File: config.mk
export PLATFORM = sky130hd
export DESIGN_NAME = eir_irq_router
export DESIGN_NICKNAME = d
export VERILOG_FILES = /design/src/eir_pkg.sv /design/src/eir_pin_router.sv /design/src/eir_irq_router.sv
export SDC_FILE = /design/constraint.sdc
export NUM_CORES = 1
export LEC_CHECK = 0
export ABC_AREA = 1
export BUFFER_PORTS_ARGS = -buffer_cell sky130_fd_sc_hd__buf_2
export CORE_ASPECT_RATIO = 0.8
export CORE_UTILIZATION = 50
export CTS_CLUSTER_SIZE = 28
export DETAILED_ROUTE_END_ITERATION = 10
export PLACE_DENSITY = 0.76
export SLEW_MARGIN = 20
export SYNTH_ARGS = -nofsm -noshare
export SYNTH_HDL_FRONTEND = slang
export SYNTH_SLANG_ARGS = --single-unit
export TNS_END_PERCENT = 100
File: constraint.sdc
create_clock -name I_SYS_CLK -period 1.4 [get_ports I_SYS_CLK]
set_input_delay 0.07 -clock I_SYS_CLK [delete_from_list [all_inputs] [get_ports I_SYS_CLK]]
set_output_delay 0.07 -clock I_SYS_CLK [all_outputs]
set_load 0.02 [all_outputs]
File: src/eir_pkg.sv
// Operation
// - each pin ORs its enabled event sources
// - pin A event route: bits 7,5,4,3
// - pin A state machine route, bit n-1
// - pin A learning route in bits 3:0
// - pin A master bit gates event routes
// - pin B event route mirrors pin A
// - pin B state machine route, bit n-1
// - pin B learning route in bits 3:0
// - pin B master bit gates event routes
// - all route bits reset to zero
// - event status reports pending, others zero
// - state machine status bit n-1 pending
// - status read-only, routes read/write
// - latch bit holds event and state machine requests until read
// - status read clears bits unmasked by ack
package eir_pkg;
   localparam int ADDR_W = 7;
   localparam int DATA_W = 8;
   localparam int NUM_SM = 8;
   localparam int NUM_LC = 4;

   localparam logic [6:0] OFS_A_EVT = 7'h0A;
   localparam logic [6:0] OFS_A_SM = 7'h0B;
   localparam logic [6:0] OFS_A_LC = 7'h0D;
   localparam logic [6:0] OFS_B_EVT = 7'h0E;
   localparam logic [6:0] OFS_B_SM = 7'h0F;
   localparam logic [6:0] OFS_B_LC = 7'h11;
   localparam logic [6:0] OFS_EVT_STATUS = 7'h12;
   localparam logic [6:0] OFS_SM_STATUS = 7'h13;
   localparam logic [6:0] OFS_LATCH_CFG = 7'h17;
   localparam logic [6:0] OFS_ACK_MASK = 7'h4B;

   localparam int BIT_LONG_COUNT = 7;
   localparam int BIT_SIG_MOTION = 5;
   localparam int BIT_TILT = 4;
   localparam int BIT_STEP = 3;
   localparam int BIT_LATCH_EN = 7;
   localparam logic [7:0] EVT_USED_MASK = 8'hB8;
   localparam logic [7:0] LC_USED_MASK = 8'h0F;
   localparam logic [7:0] REG_RESET = 8'h00;

   // engine events, one per source
   typedef struct packed {
      logic long_count;
      logic sig_motion;
      logic tilt;
      logic step;
      logic [NUM_SM-1:0] sm;
      logic [NUM_LC-1:0] lc;
   } eir_events_t;

   // routing set belonging to one pin
   typedef struct packed {
      logic [7:0] evt;
      logic [7:0] sm;
      logic [7:0] lc;
   } eir_route_t;

   // register access strobes
   typedef struct packed {
      logic wr;
      logic rd;
      logic [ADDR_W-1:0] addr;
      logic [DATA_W-1:0] wdata;
   } eir_reg_req_t;
endpackage

File: src/eir_pin_router.sv
`timescale 1ns/1ps
module eir_pin_router #(
   parameter int N_SM = 8,
   parameter int N_LC = 4
) (
   input wire logic [7:0] i_evt_status,   // event status layout
   input wire logic [N_SM-1:0] i_sm_status, // state machine status
   input wire logic [N_LC-1:0] i_lc,      // learning decisions
   input wire logic [7:0] i_route_evt,    // event route register
   input wire logic [7:0] i_route_sm,     // state machine route register
   input wire logic [7:0] i_route_lc,     // learning route register
   input wire logic i_master,             // engine master route bit
   output logic o_irq                     // combined request
);
   import eir_pkg::*;

   // route registers are one byte wide, so wider counts cannot be served
   if (N_SM != 8 || N_LC != 4) begin : g_bad_count
      $error("router serves exactly 8 state machines and 4 learning outputs");
   end

   logic evt_hit;
   logic sm_hit;
   logic lc_hit;

   always_comb begin
      // unused route positions never contribute
      evt_hit = |(i_evt_status & i_route_evt & EVT_USED_MASK);
      sm_hit = |(i_sm_status & i_route_sm[N_SM-1:0]);
      lc_hit = |(i_lc & i_route_lc[N_LC-1:0]);
      // master bit gates engine and state machine routes only
      o_irq = (i_master & (evt_hit | sm_hit)) | lc_hit;
   end
endmodule

File: src/eir_irq_router.sv
`timescale 1ns/1ps
module eir_irq_router (
   input wire logic I_SYS_CLK,                  // device clock
   input wire logic I_RESETN,                   // async reset, active low
   input wire logic I_BANK_SEL,                 // engine register bank selected
   input wire eir_pkg::eir_reg_req_t I_REQ,     // register access
   input wire eir_pkg::eir_events_t I_EVENTS,   // live engine events
   input wire logic I_PIN_A_MASTER,             // engine master route, pin A
   input wire logic I_PIN_B_MASTER,             // engine master route, pin B
   output eir_pkg::eir_route_t O_ROUTE_A,       // pin A routing registers
   output eir_pkg::eir_route_t O_ROUTE_B,       // pin B routing registers
   output logic [7:0] O_RDATA,                  // read data
   output logic O_RVALID,                       // read data valid pulse
   output logic O_IRQ_PIN_A,                    // interrupt pin A
   output logic O_IRQ_PIN_B                     // interrupt pin B
);
   import eir_pkg::*;

   typedef struct packed {
      eir_route_t route_a;
      eir_route_t route_b;
      logic latch_en;
      logic [7:0] ack_mask;
      logic [7:0] evt_latched;
      logic [7:0] sm_latched;
      logic [7:0] rdata;
      logic rvalid;
      logic irq_a;
      logic irq_b;
   } eir_state_t;

   eir_state_t q;
   eir_state_t d;
   logic [7:0] evt_live;
   logic [7:0] evt_status;
   logic [7:0] sm_status;
   logic wr_ok;
   logic rd_ok;
   logic irq_a_c;
   logic irq_b_c;

   function automatic logic hit(input logic ok, input logic [6:0] a, input logic [6:0] ofs);
      hit = ok && (a == ofs);
   endfunction

   always_comb begin
      evt_live = 8'h00;
      evt_live[BIT_LONG_COUNT] = I_EVENTS.long_count;
      evt_live[BIT_SIG_MOTION] = I_EVENTS.sig_motion;
      evt_live[BIT_TILT] = I_EVENTS.tilt;
      evt_live[BIT_STEP] = I_EVENTS.step;
      // latched or live view
      evt_status = q.latch_en ? q.evt_latched : evt_live;
      sm_status = q.latch_en ? q.sm_latched : I_EVENTS.sm;
      wr_ok = I_REQ.wr & I_BANK_SEL;
      rd_ok = I_REQ.rd & I_BANK_SEL;
   end

   always_comb begin
      d = q;
      d.rvalid = rd_ok;
      d.irq_a = irq_a_c;
      d.irq_b = irq_b_c;
      // writes to status addresses fall through to nothing
      if (hit(wr_ok, I_REQ.addr, OFS_A_EVT)) begin
         d.route_a.evt = I_REQ.wdata;
      end
      if (hit(wr_ok, I_REQ.addr, OFS_A_SM)) begin
         d.route_a.sm = I_REQ.wdata;
      end
      if (hit(wr_ok, I_REQ.addr, OFS_A_LC)) begin
         d.route_a.lc = I_REQ.wdata;
      end
      if (hit(wr_ok, I_REQ.addr, OFS_B_EVT)) begin
         d.route_b.evt = I_REQ.wdata;
      end
      if (hit(wr_ok, I_REQ.addr, OFS_B_SM)) begin
         d.route_b.sm = I_REQ.wdata;
      end
      if (hit(wr_ok, I_REQ.addr, OFS_B_LC)) begin
         d.route_b.lc = I_REQ.wdata;
      end
      if (hit(wr_ok, I_REQ.addr, OFS_LATCH_CFG)) begin
         d.latch_en = I_REQ.wdata[BIT_LATCH_EN];
      end
      if (hit(wr_ok, I_REQ.addr, OFS_ACK_MASK)) begin
         d.ack_mask = I_REQ.wdata;
      end
      // read clears unmasked bits; new event in same cycle wins
      d.evt_latched = q.evt_latched;
      d.sm_latched = q.sm_latched;
      if (hit(rd_ok, I_REQ.addr, OFS_EVT_STATUS)) begin
         d.evt_latched = q.evt_latched & q.ack_mask;
      end
      if (hit(rd_ok, I_REQ.addr, OFS_SM_STATUS)) begin
         d.sm_latched = q.sm_latched & q.ack_mask;
      end
      if (q.latch_en) begin
         d.evt_latched = d.evt_latched | evt_live;
         d.sm_latched = d.sm_latched | I_EVENTS.sm;
      end else begin
         d.evt_latched = 8'h00;
         d.sm_latched = 8'h00;
      end
      d.rdata = 8'h00;
      if (rd_ok) begin
         case (I_REQ.addr)
            OFS_A_EVT: d.rdata = q.route_a.evt;
            OFS_A_SM: d.rdata = q.route_a.sm;
            OFS_A_LC: d.rdata = q.route_a.lc;
            OFS_B_EVT: d.rdata = q.route_b.evt;
            OFS_B_SM: d.rdata = q.route_b.sm;
            OFS_B_LC: d.rdata = q.route_b.lc;
            OFS_EVT_STATUS: d.rdata = evt_status & EVT_USED_MASK;
            OFS_SM_STATUS: d.rdata = sm_status;
            OFS_LATCH_CFG: d.rdata = {q.latch_en, 7'h00};
            OFS_ACK_MASK: d.rdata = q.ack_mask;
            default: d.rdata = 8'h00;
         endcase
      end
   end

   always_ff @(posedge I_SYS_CLK or negedge I_RESETN) begin
      if (!I_RESETN) begin
         q.route_a <= '0;
         q.route_b <= '0;
         q.latch_en <= 1'b0;
         q.ack_mask <= REG_RESET;
         q.evt_latched <= 8'h00;
         q.sm_latched <= 8'h00;
         q.rdata <= 8'h00;
         q.rvalid <= 1'b0;
         q.irq_a <= 1'b0;
         q.irq_b <= 1'b0;
      end else begin
         q <= d;
      end
   end

   eir_pin_router #(.N_SM(NUM_SM), .N_LC(NUM_LC)) u_pin_a (
      .i_evt_status(evt_status),
      .i_sm_status(sm_status),
      .i_lc(I_EVENTS.lc),
      .i_route_evt(q.route_a.evt),
      .i_route_sm(q.route_a.sm),
      .i_route_lc(q.route_a.lc),
      .i_master(I_PIN_A_MASTER),
      .o_irq(irq_a_c)
   );

   eir_pin_router #(.N_SM(NUM_SM), .N_LC(NUM_LC)) u_pin_b (
      .i_evt_status(evt_status),
      .i_sm_status(sm_status),
      .i_lc(I_EVENTS.lc),
      .i_route_evt(q.route_b.evt),
      .i_route_sm(q.route_b.sm),
      .i_route_lc(q.route_b.lc),
      .i_master(I_PIN_B_MASTER),
      .o_irq(irq_b_c)
   );

   assign O_ROUTE_A = q.route_a;
   assign O_ROUTE_B = q.route_b;
   assign O_RDATA = q.rdata;
   assign O_RVALID = q.rvalid;
   assign O_IRQ_PIN_A = q.irq_a;
   assign O_IRQ_PIN_B = q.irq_b;
endmodule

==> results of run 1 <==
## critical path: stages, from the launching register on
cell and delay (ps):
dfrtp_2 470, buf_6 160, nand2_1 110, nand2_4 80, nand2_1 60, nand2_1 70, nor2_1 100, nand3_1 90
nand2_1 70, nand2_1 50
## stage by stage
step	worst slack, ps	util [%]	instances	area [um2]	power (uW)
after floorplan	93.3	-	590	4660	3090
after detailed placement	-150	54.1	746	4890	3350
after global routing	-55.5	61.6	781	5570	5860
after global placement	-124	54.1	746	4890	3340
final	24.5	61.6	781	5570	5670
after CTS	-16.3	59.0	777	5330	5630
## per-layer routing
layer  vias to the layer above  wire (um)
met1                      2021       6380
met2                       195       6530
met4                         0        310
li1                       1980          -
met3                        25       1220
met5                         -          0
## kinds of logic after synthesis
| group | Yosys count | share of synthesized area (%) |
|---|---|---|
| AOI/OAI and AO/OA | 109 | 13.1 |
| buffers and inverters | 133 | 17.0 |
| DFF | 80 | 42.9 |
| and+or+nand+nor | 268 | 27.0 |
## state kept, by name, summed over array words and instances (netlist names)
name and count:
q 21, O_ROUTE_B 24, O_ROUTE_A 24, O_RVALID 1, O_IRQ_PIN_B 1, O_RDATA 8
O_IRQ_PIN_A 1
## layout by cell type (no fill, tap or decap), types with 14 or more instances in the layout
master	Yosys	layout
nand2_1	159	132
buf_2	5	95
dfrtp_1	80	79
inv_1	56	55
nand3_1	51	48
o21ai_1	40	40
nand2_2	10	29
nor2_1	30	27
o21ai_0	35	26
buf_4	56	15
o21ai_2	8	14
dlygate4sd3_1	0	14
## area by class of cell
| class | instances | area (um2) | share of cell area, % |
|---|---|---|---|
| Tap cell | 115 | 144 | 2.58 |
| Multi-Input combinational cell | 377 | 2070 | 37.1 |
| Sequential cell | 80 | 2000 | 36.0 |
| Clock buffer | 10 | 239 | 4.29 |
| Clock inverter | 6 | 43.8 | 0.786 |
| Inverter | 62 | 238 | 4.27 |
| Timing Repair Buffer | 131 | 837 | 15.0 |
## worst max-delay path by stage
stage | start | end | slack, ps | cells after the start
5_1_grt | q[35] | O_IRQ_PIN_B | -60 | 10
3_5_place_dp | q[35] | O_RDATA[2] | -150 | 6
6_report | q[35] | O_IRQ_PIN_B | 20 | 9
4_1_cts | q[35] | O_RDATA[2] | -20 | 6
3_3_place_gp | q[35] | O_RDATA[2] | -120 | 6
2_1_floorplan | q[35] | O_IRQ_PIN_A | 90 | 10
## power by group through the flow
stage	clock [uW]	sequential [uW]	combinational [uW]
final	2240	2570	852
after global routing	2360	2580	925
after CTS	2280	2560	789
after detailed placement	0	2600	752
after global placement	0	2590	743
after floorplan	0	2560	531
## timing repair
item | 4_1_cts | 5_1_grt
hold buffers | 14 | 0
hold endpoints to repair | 91 | 0
gates resized for setup | 6 | 71
buffers inserted | 1 | 3
endpoints found under the setup margin | 5 | 8
gates cloned | 0 | 2
pin swaps | 0 | 25
==> results.cfg, run 1 <==
[power]
ir_drop_mv = 0.899
leakage_uw = 0.00302
p_sw_share_pct = 29.5
p_switching_uw = 1670
p_seq_share_pct = 45.4
p_int_uw = 3990
p_comb_share_pct = 15.0
p_per_area_mw_per_mm2 = 1020
clkPwrFrac_pct = 39.6

[grt]
grt_use_total_pct = 31.3
grt_first_pass_wirelength_mm = 21.5
use_met1_pct = 43.7
overflow = 0
grtUsageMet3_pct = 6.77
antenna_found_initial = 0
grt_use_met2_pct = 48.9
grt_max_degree = 81
grt_pass1_vias = 3917
top_usage_layer = met2

[cells_and_area]
antenna-diode-count = 0
area_growth_pct = 19.5
fin_nets = 699
drive_above_1_share_pct = 33.0
fill_cells = 821

[hold_path]
min_from = I_REQ[1]
hold_depth = 3
min_path_type = in -> reg
min_to = O_ROUTE_A[1]

[status]
outcome = finished clean

[cts]
clk_latency_ps = 350
cts_buffers = 9
path_clk_slew_ps = 60
cts_root_buffer = clkbuf_16
cts_sinks = 80
cts_tree = built
htree_levels = 3
cts_buffer_depth = 2

[detailed_routing]
vias_per_cell = 5.40
drc = 0
ant_nets = 0
dr.pass1.iters = 5
wirelength_mm = 14.4
wl_per_cell_um = 18.5
drt_iter0_drc = 332
num_vias = 4221

[setup_path]
critPathCaptureType = flop
critPathMaxFanout = 6
worst_setup_path_start_kind = flop
critPathArrivalTime_ps = 1590
crit_required_ps = 1620
r2r_start = q[35]
worstSetupPathType = reg -> reg
rrSetupSlack_ps = 20
r2r_cells = 9
rr_endpoint = O_IRQ_PIN_B

[synth]
ys_types = 21
synth_most_common_cell = nand2_1
synth_common_cells = nand2_1, dfrtp_1, buf_4, inv_1, nand3_1
async_flop_share_pct = 100
synth_top_area_cell = dfrtp_1
syn_nets = 628
syn_area_per_cell_um2 = 7.90
syn_area_mm2 = 0.00466
synth_ff_type = dfrtp_1
netlist_instances = 590
synth_edf_count = 0
synth_top_area_share_pct = 42.9
ys_seq_elements = 80
seq_area_frac_synth_pct = 42.9
synth_area_leaders = dfrtp_1, nand2_1, buf_4
yosysWarnings = 0

[sta]
relSlewSlack_pct = 70.1
hold_viol_final = 0
tightest_slew_ps = 448
setup_tns_ps = 0
max_freq_mhz = 727
setup_viol = 0
timing.final.crit_share_pct = 98.3
finalMaxSlewViolations = 0
fin_crit_ps = 1380
holdWs_ps = 14.0
skew_ps = 7.29
rsz0062_at_grt = yes

[floorplan]
start_util_pct = 51.6
dieWidth_um = 110
dieArea_mm2 = 0.00972
die_h_um = 88.4
rows = 31
io_pins = 97
core_area_mm2 = 0.00904

[run]
cap_viol_max_count = 0

[place]
gp_congestion = 0.949
place_hpwl_mm = 10.7
portBuffers = 96
No activity file was read; power rests on OpenSTA's default activity.
==> run 2, diff against run 1 <==
Settings changed: CELL_PAD_IN_SITES_DETAIL_PLACEMENT set to 1, CELL_PAD_IN_SITES_GLOBAL_PLACEMENT set to 2, CORE_UTILIZATION 50 to 29.
==> run 2 against run 1 <==
Net effect:
- setup slack got worse by 53 ps
- power fell by 0.89%
- wire length up 12%
- clock power down 2%
- flip-flop and latch count stayed put
- worst hold slack lost 3.2 ps
- critical path type unchanged
- first-iteration DRC count shrank 12%
- the run now ends with setup timing left
- maximum frequency decreased by 3.7%
- highest routed layer unchanged
==> results.cfg, run 2 (synthesis gave the netlist of run 1 again) <==
[status]
outcome = finished, violations left
failed_checks = setup timing

[setup_path]
critPathMaxStageDelay_ps = 450
slowest_stage = dfrtp_2
cp_top_family = simple AND/OR/NAND/NOR gates
r2r_cells = 10
r2r_start = q[35]
path_buf_inv = 2
crit_required_ps = 1610
critPathCaptureType = flop
critPathArrivalTime_ps = 1640
rr_endpoint = O_IRQ_PIN_A
worst_setup_path_start_kind = flop
worstSetupPathType = reg -> reg
critPathMaxFanout = 6
rrSetupSlack_ps = -30
path_cells = buf_6 -> buf_6 -> nand2_4 -> nand2_4 -> nand2_2 -> nand2_2 -> nor2_2 -> nand3_1 -> nand2_1 -> nand2_1

[sta]
finalMaxSlewViolations = 0
setup_viol = 2
relSlewSlack_pct = 67.0
rsz0062_at_grt = yes
max_freq_mhz = 700
skew_ps = 6.08
tightest_slew_ps = 495
postLayoutSetupSlackWorst_ps = -28.8
fin_crit_ps = 1430
setup_tns_ps = -34.2
timing.final.crit_share_pct = 102
hold_viol_final = 0

[power]
p_int_uw = 3960
p_switching_uw = 1650
clkPwrFrac_pct = 39.2
leakage_uw = 0.00302
p_seq_share_pct = 45.8
p_per_area_mw_per_mm2 = 997
p_sw_share_pct = 29.4
ir_drop_mv = 0.575
p_comb_share_pct = 14.9

[detailed_routing]
num_vias = 4198
vias_per_cell = 4.73
wirelength_mm = 16.2
ant_nets = 0
drt_iter0_drc = 291
wl_per_cell_um = 18.3
dr.pass1.iters = 5
drc = 0

[floorplan]
core_area_mm2 = 0.0157
dieWidth_um = 144
rows = 41
dieArea_mm2 = 0.0166
io_pins = 97
start_util_pct = 29.6
die_h_um = 115

[cts]
clk_latency_ps = 340
cts_tree = built
path_clk_slew_ps = 60
cts_buffer_depth = 2
cts_root_buffer = clkbuf_16
htree_levels = 3
cts_sinks = 80
cts_buffers = 9

[place]
place_area_mm2 = 0.00515
place_hpwl_mm = 12.8
portBuffers = 96
gp_congestion = 0.880

[cells_and_area]
area_growth_pct = 20.8
ff_latch_area_mm2 = 0.00200
fin_nets = 705
design_area_mm2 = 0.00563
antenna-diode-count = 0
mostFrequentLayoutCells = nand2_1, buf_2, dfrtp_1
layout_commonest_cell = nand2_1
multi_input_area_mm2 = 0.00199
drive_above_1_share_pct = 33.3
fill_cells = 1965

[run]
cap_viol_max_count = 0

[grt]
grt_pass1_vias = 4434
grt_use_total_pct = 20.5
overflow = 0
grt_first_pass_wirelength_mm = 25.2
antenna_found_initial = 0
grt_max_degree = 81

[hold_path]
min_path_type = in -> reg
hold_depth = 3
min_to = q[26]
min_from = I_EVENTS[15]
==> run 2: cell types whose count changed in the layout (fill, tap and decap cells not counted), moves of 3 or more <==
cell	before	now
buf_4	15	27
dlygate4sd3_1	14	8
nand2_4	13	8
nand2_1	132	136
nand3_1	48	51
nand3_2	3	0
==> run 2: metal layers <==
layer	track usage, %	share of wire, %
met1	28.9	48
met2	33.7	47
met3	2.98	4.0
met4	3.90	1.2
met5	0	0
==> run 2: per-stage QoR <==
stage	power [uW]	std cells	utilization, %	setup WS (ps)	hold WS (ps)
global placement	3380	864	32.7	-50.1	136
CTS	5640	888	35.2	-4.44	6.28
finish	5610	887	35.8	-28.8	10.8
floorplan	3090	590	-	93.3	-226
detailed placement	3400	864	32.7	-92.7	139
global route	5850	887	35.8	-77.9	20.6
==> run 2: area by class of cell <==
cell class	instances	area share, %
Clock buffer	10	4.24
Clock inverter	6	0.622
Inverter	62	4.13
Multi-Input combinational cell	377	35.4
Sequential cell	80	35.6
Tap cell	215	4.77
Timing Repair Buffer	137	15.3
==> run 2: what timing repair did <==
item | 4_1_cts | 5_1_grt
gates cloned | 1 | 1
hold buffers | 8 | 0
setup endpoints to repair | 8 | 10
pin swaps | 6 | 13
endpoints found under the hold margin | 87 | 0
buffers inserted | 0 | 2
gates resized for setup | 20 | 37
==> run 2: power groups by stage <==
stage               sequential (uW)  clock, uW  combinational, uW
finish                         2570       2200                839
global placement               2610          0                773
floorplan                      2560          0                531
detailed placement             2610          0                792
global route                   2590       2350                921
CTS                            2570       2250                824
==> run 2: worst max path at each step <==
stage	start	depth (start not counted)	endpoint
5_1_grt	q[35]	10	O_IRQ_PIN_A
2_1_floorplan	q[35]	10	O_IRQ_PIN_A
6_report	q[35]	10	O_IRQ_PIN_A
3_3_place_gp	q[35]	7	O_RDATA[1]
3_5_place_dp	q[35]	7	O_RDATA[1]
4_1_cts	q[35]	10	O_IRQ_PIN_B
==> run 2: worst reg2reg max path, cell delays in order (launching register included) <==
cell and delay, ps:
dfrtp_2 450, buf_6 150, buf_6 130, nand2_4 70, nand2_4 70, nand2_2 70, nand2_2 50, nor2_2 90
nand3_1 90, nand2_1 80, nand2_1 50
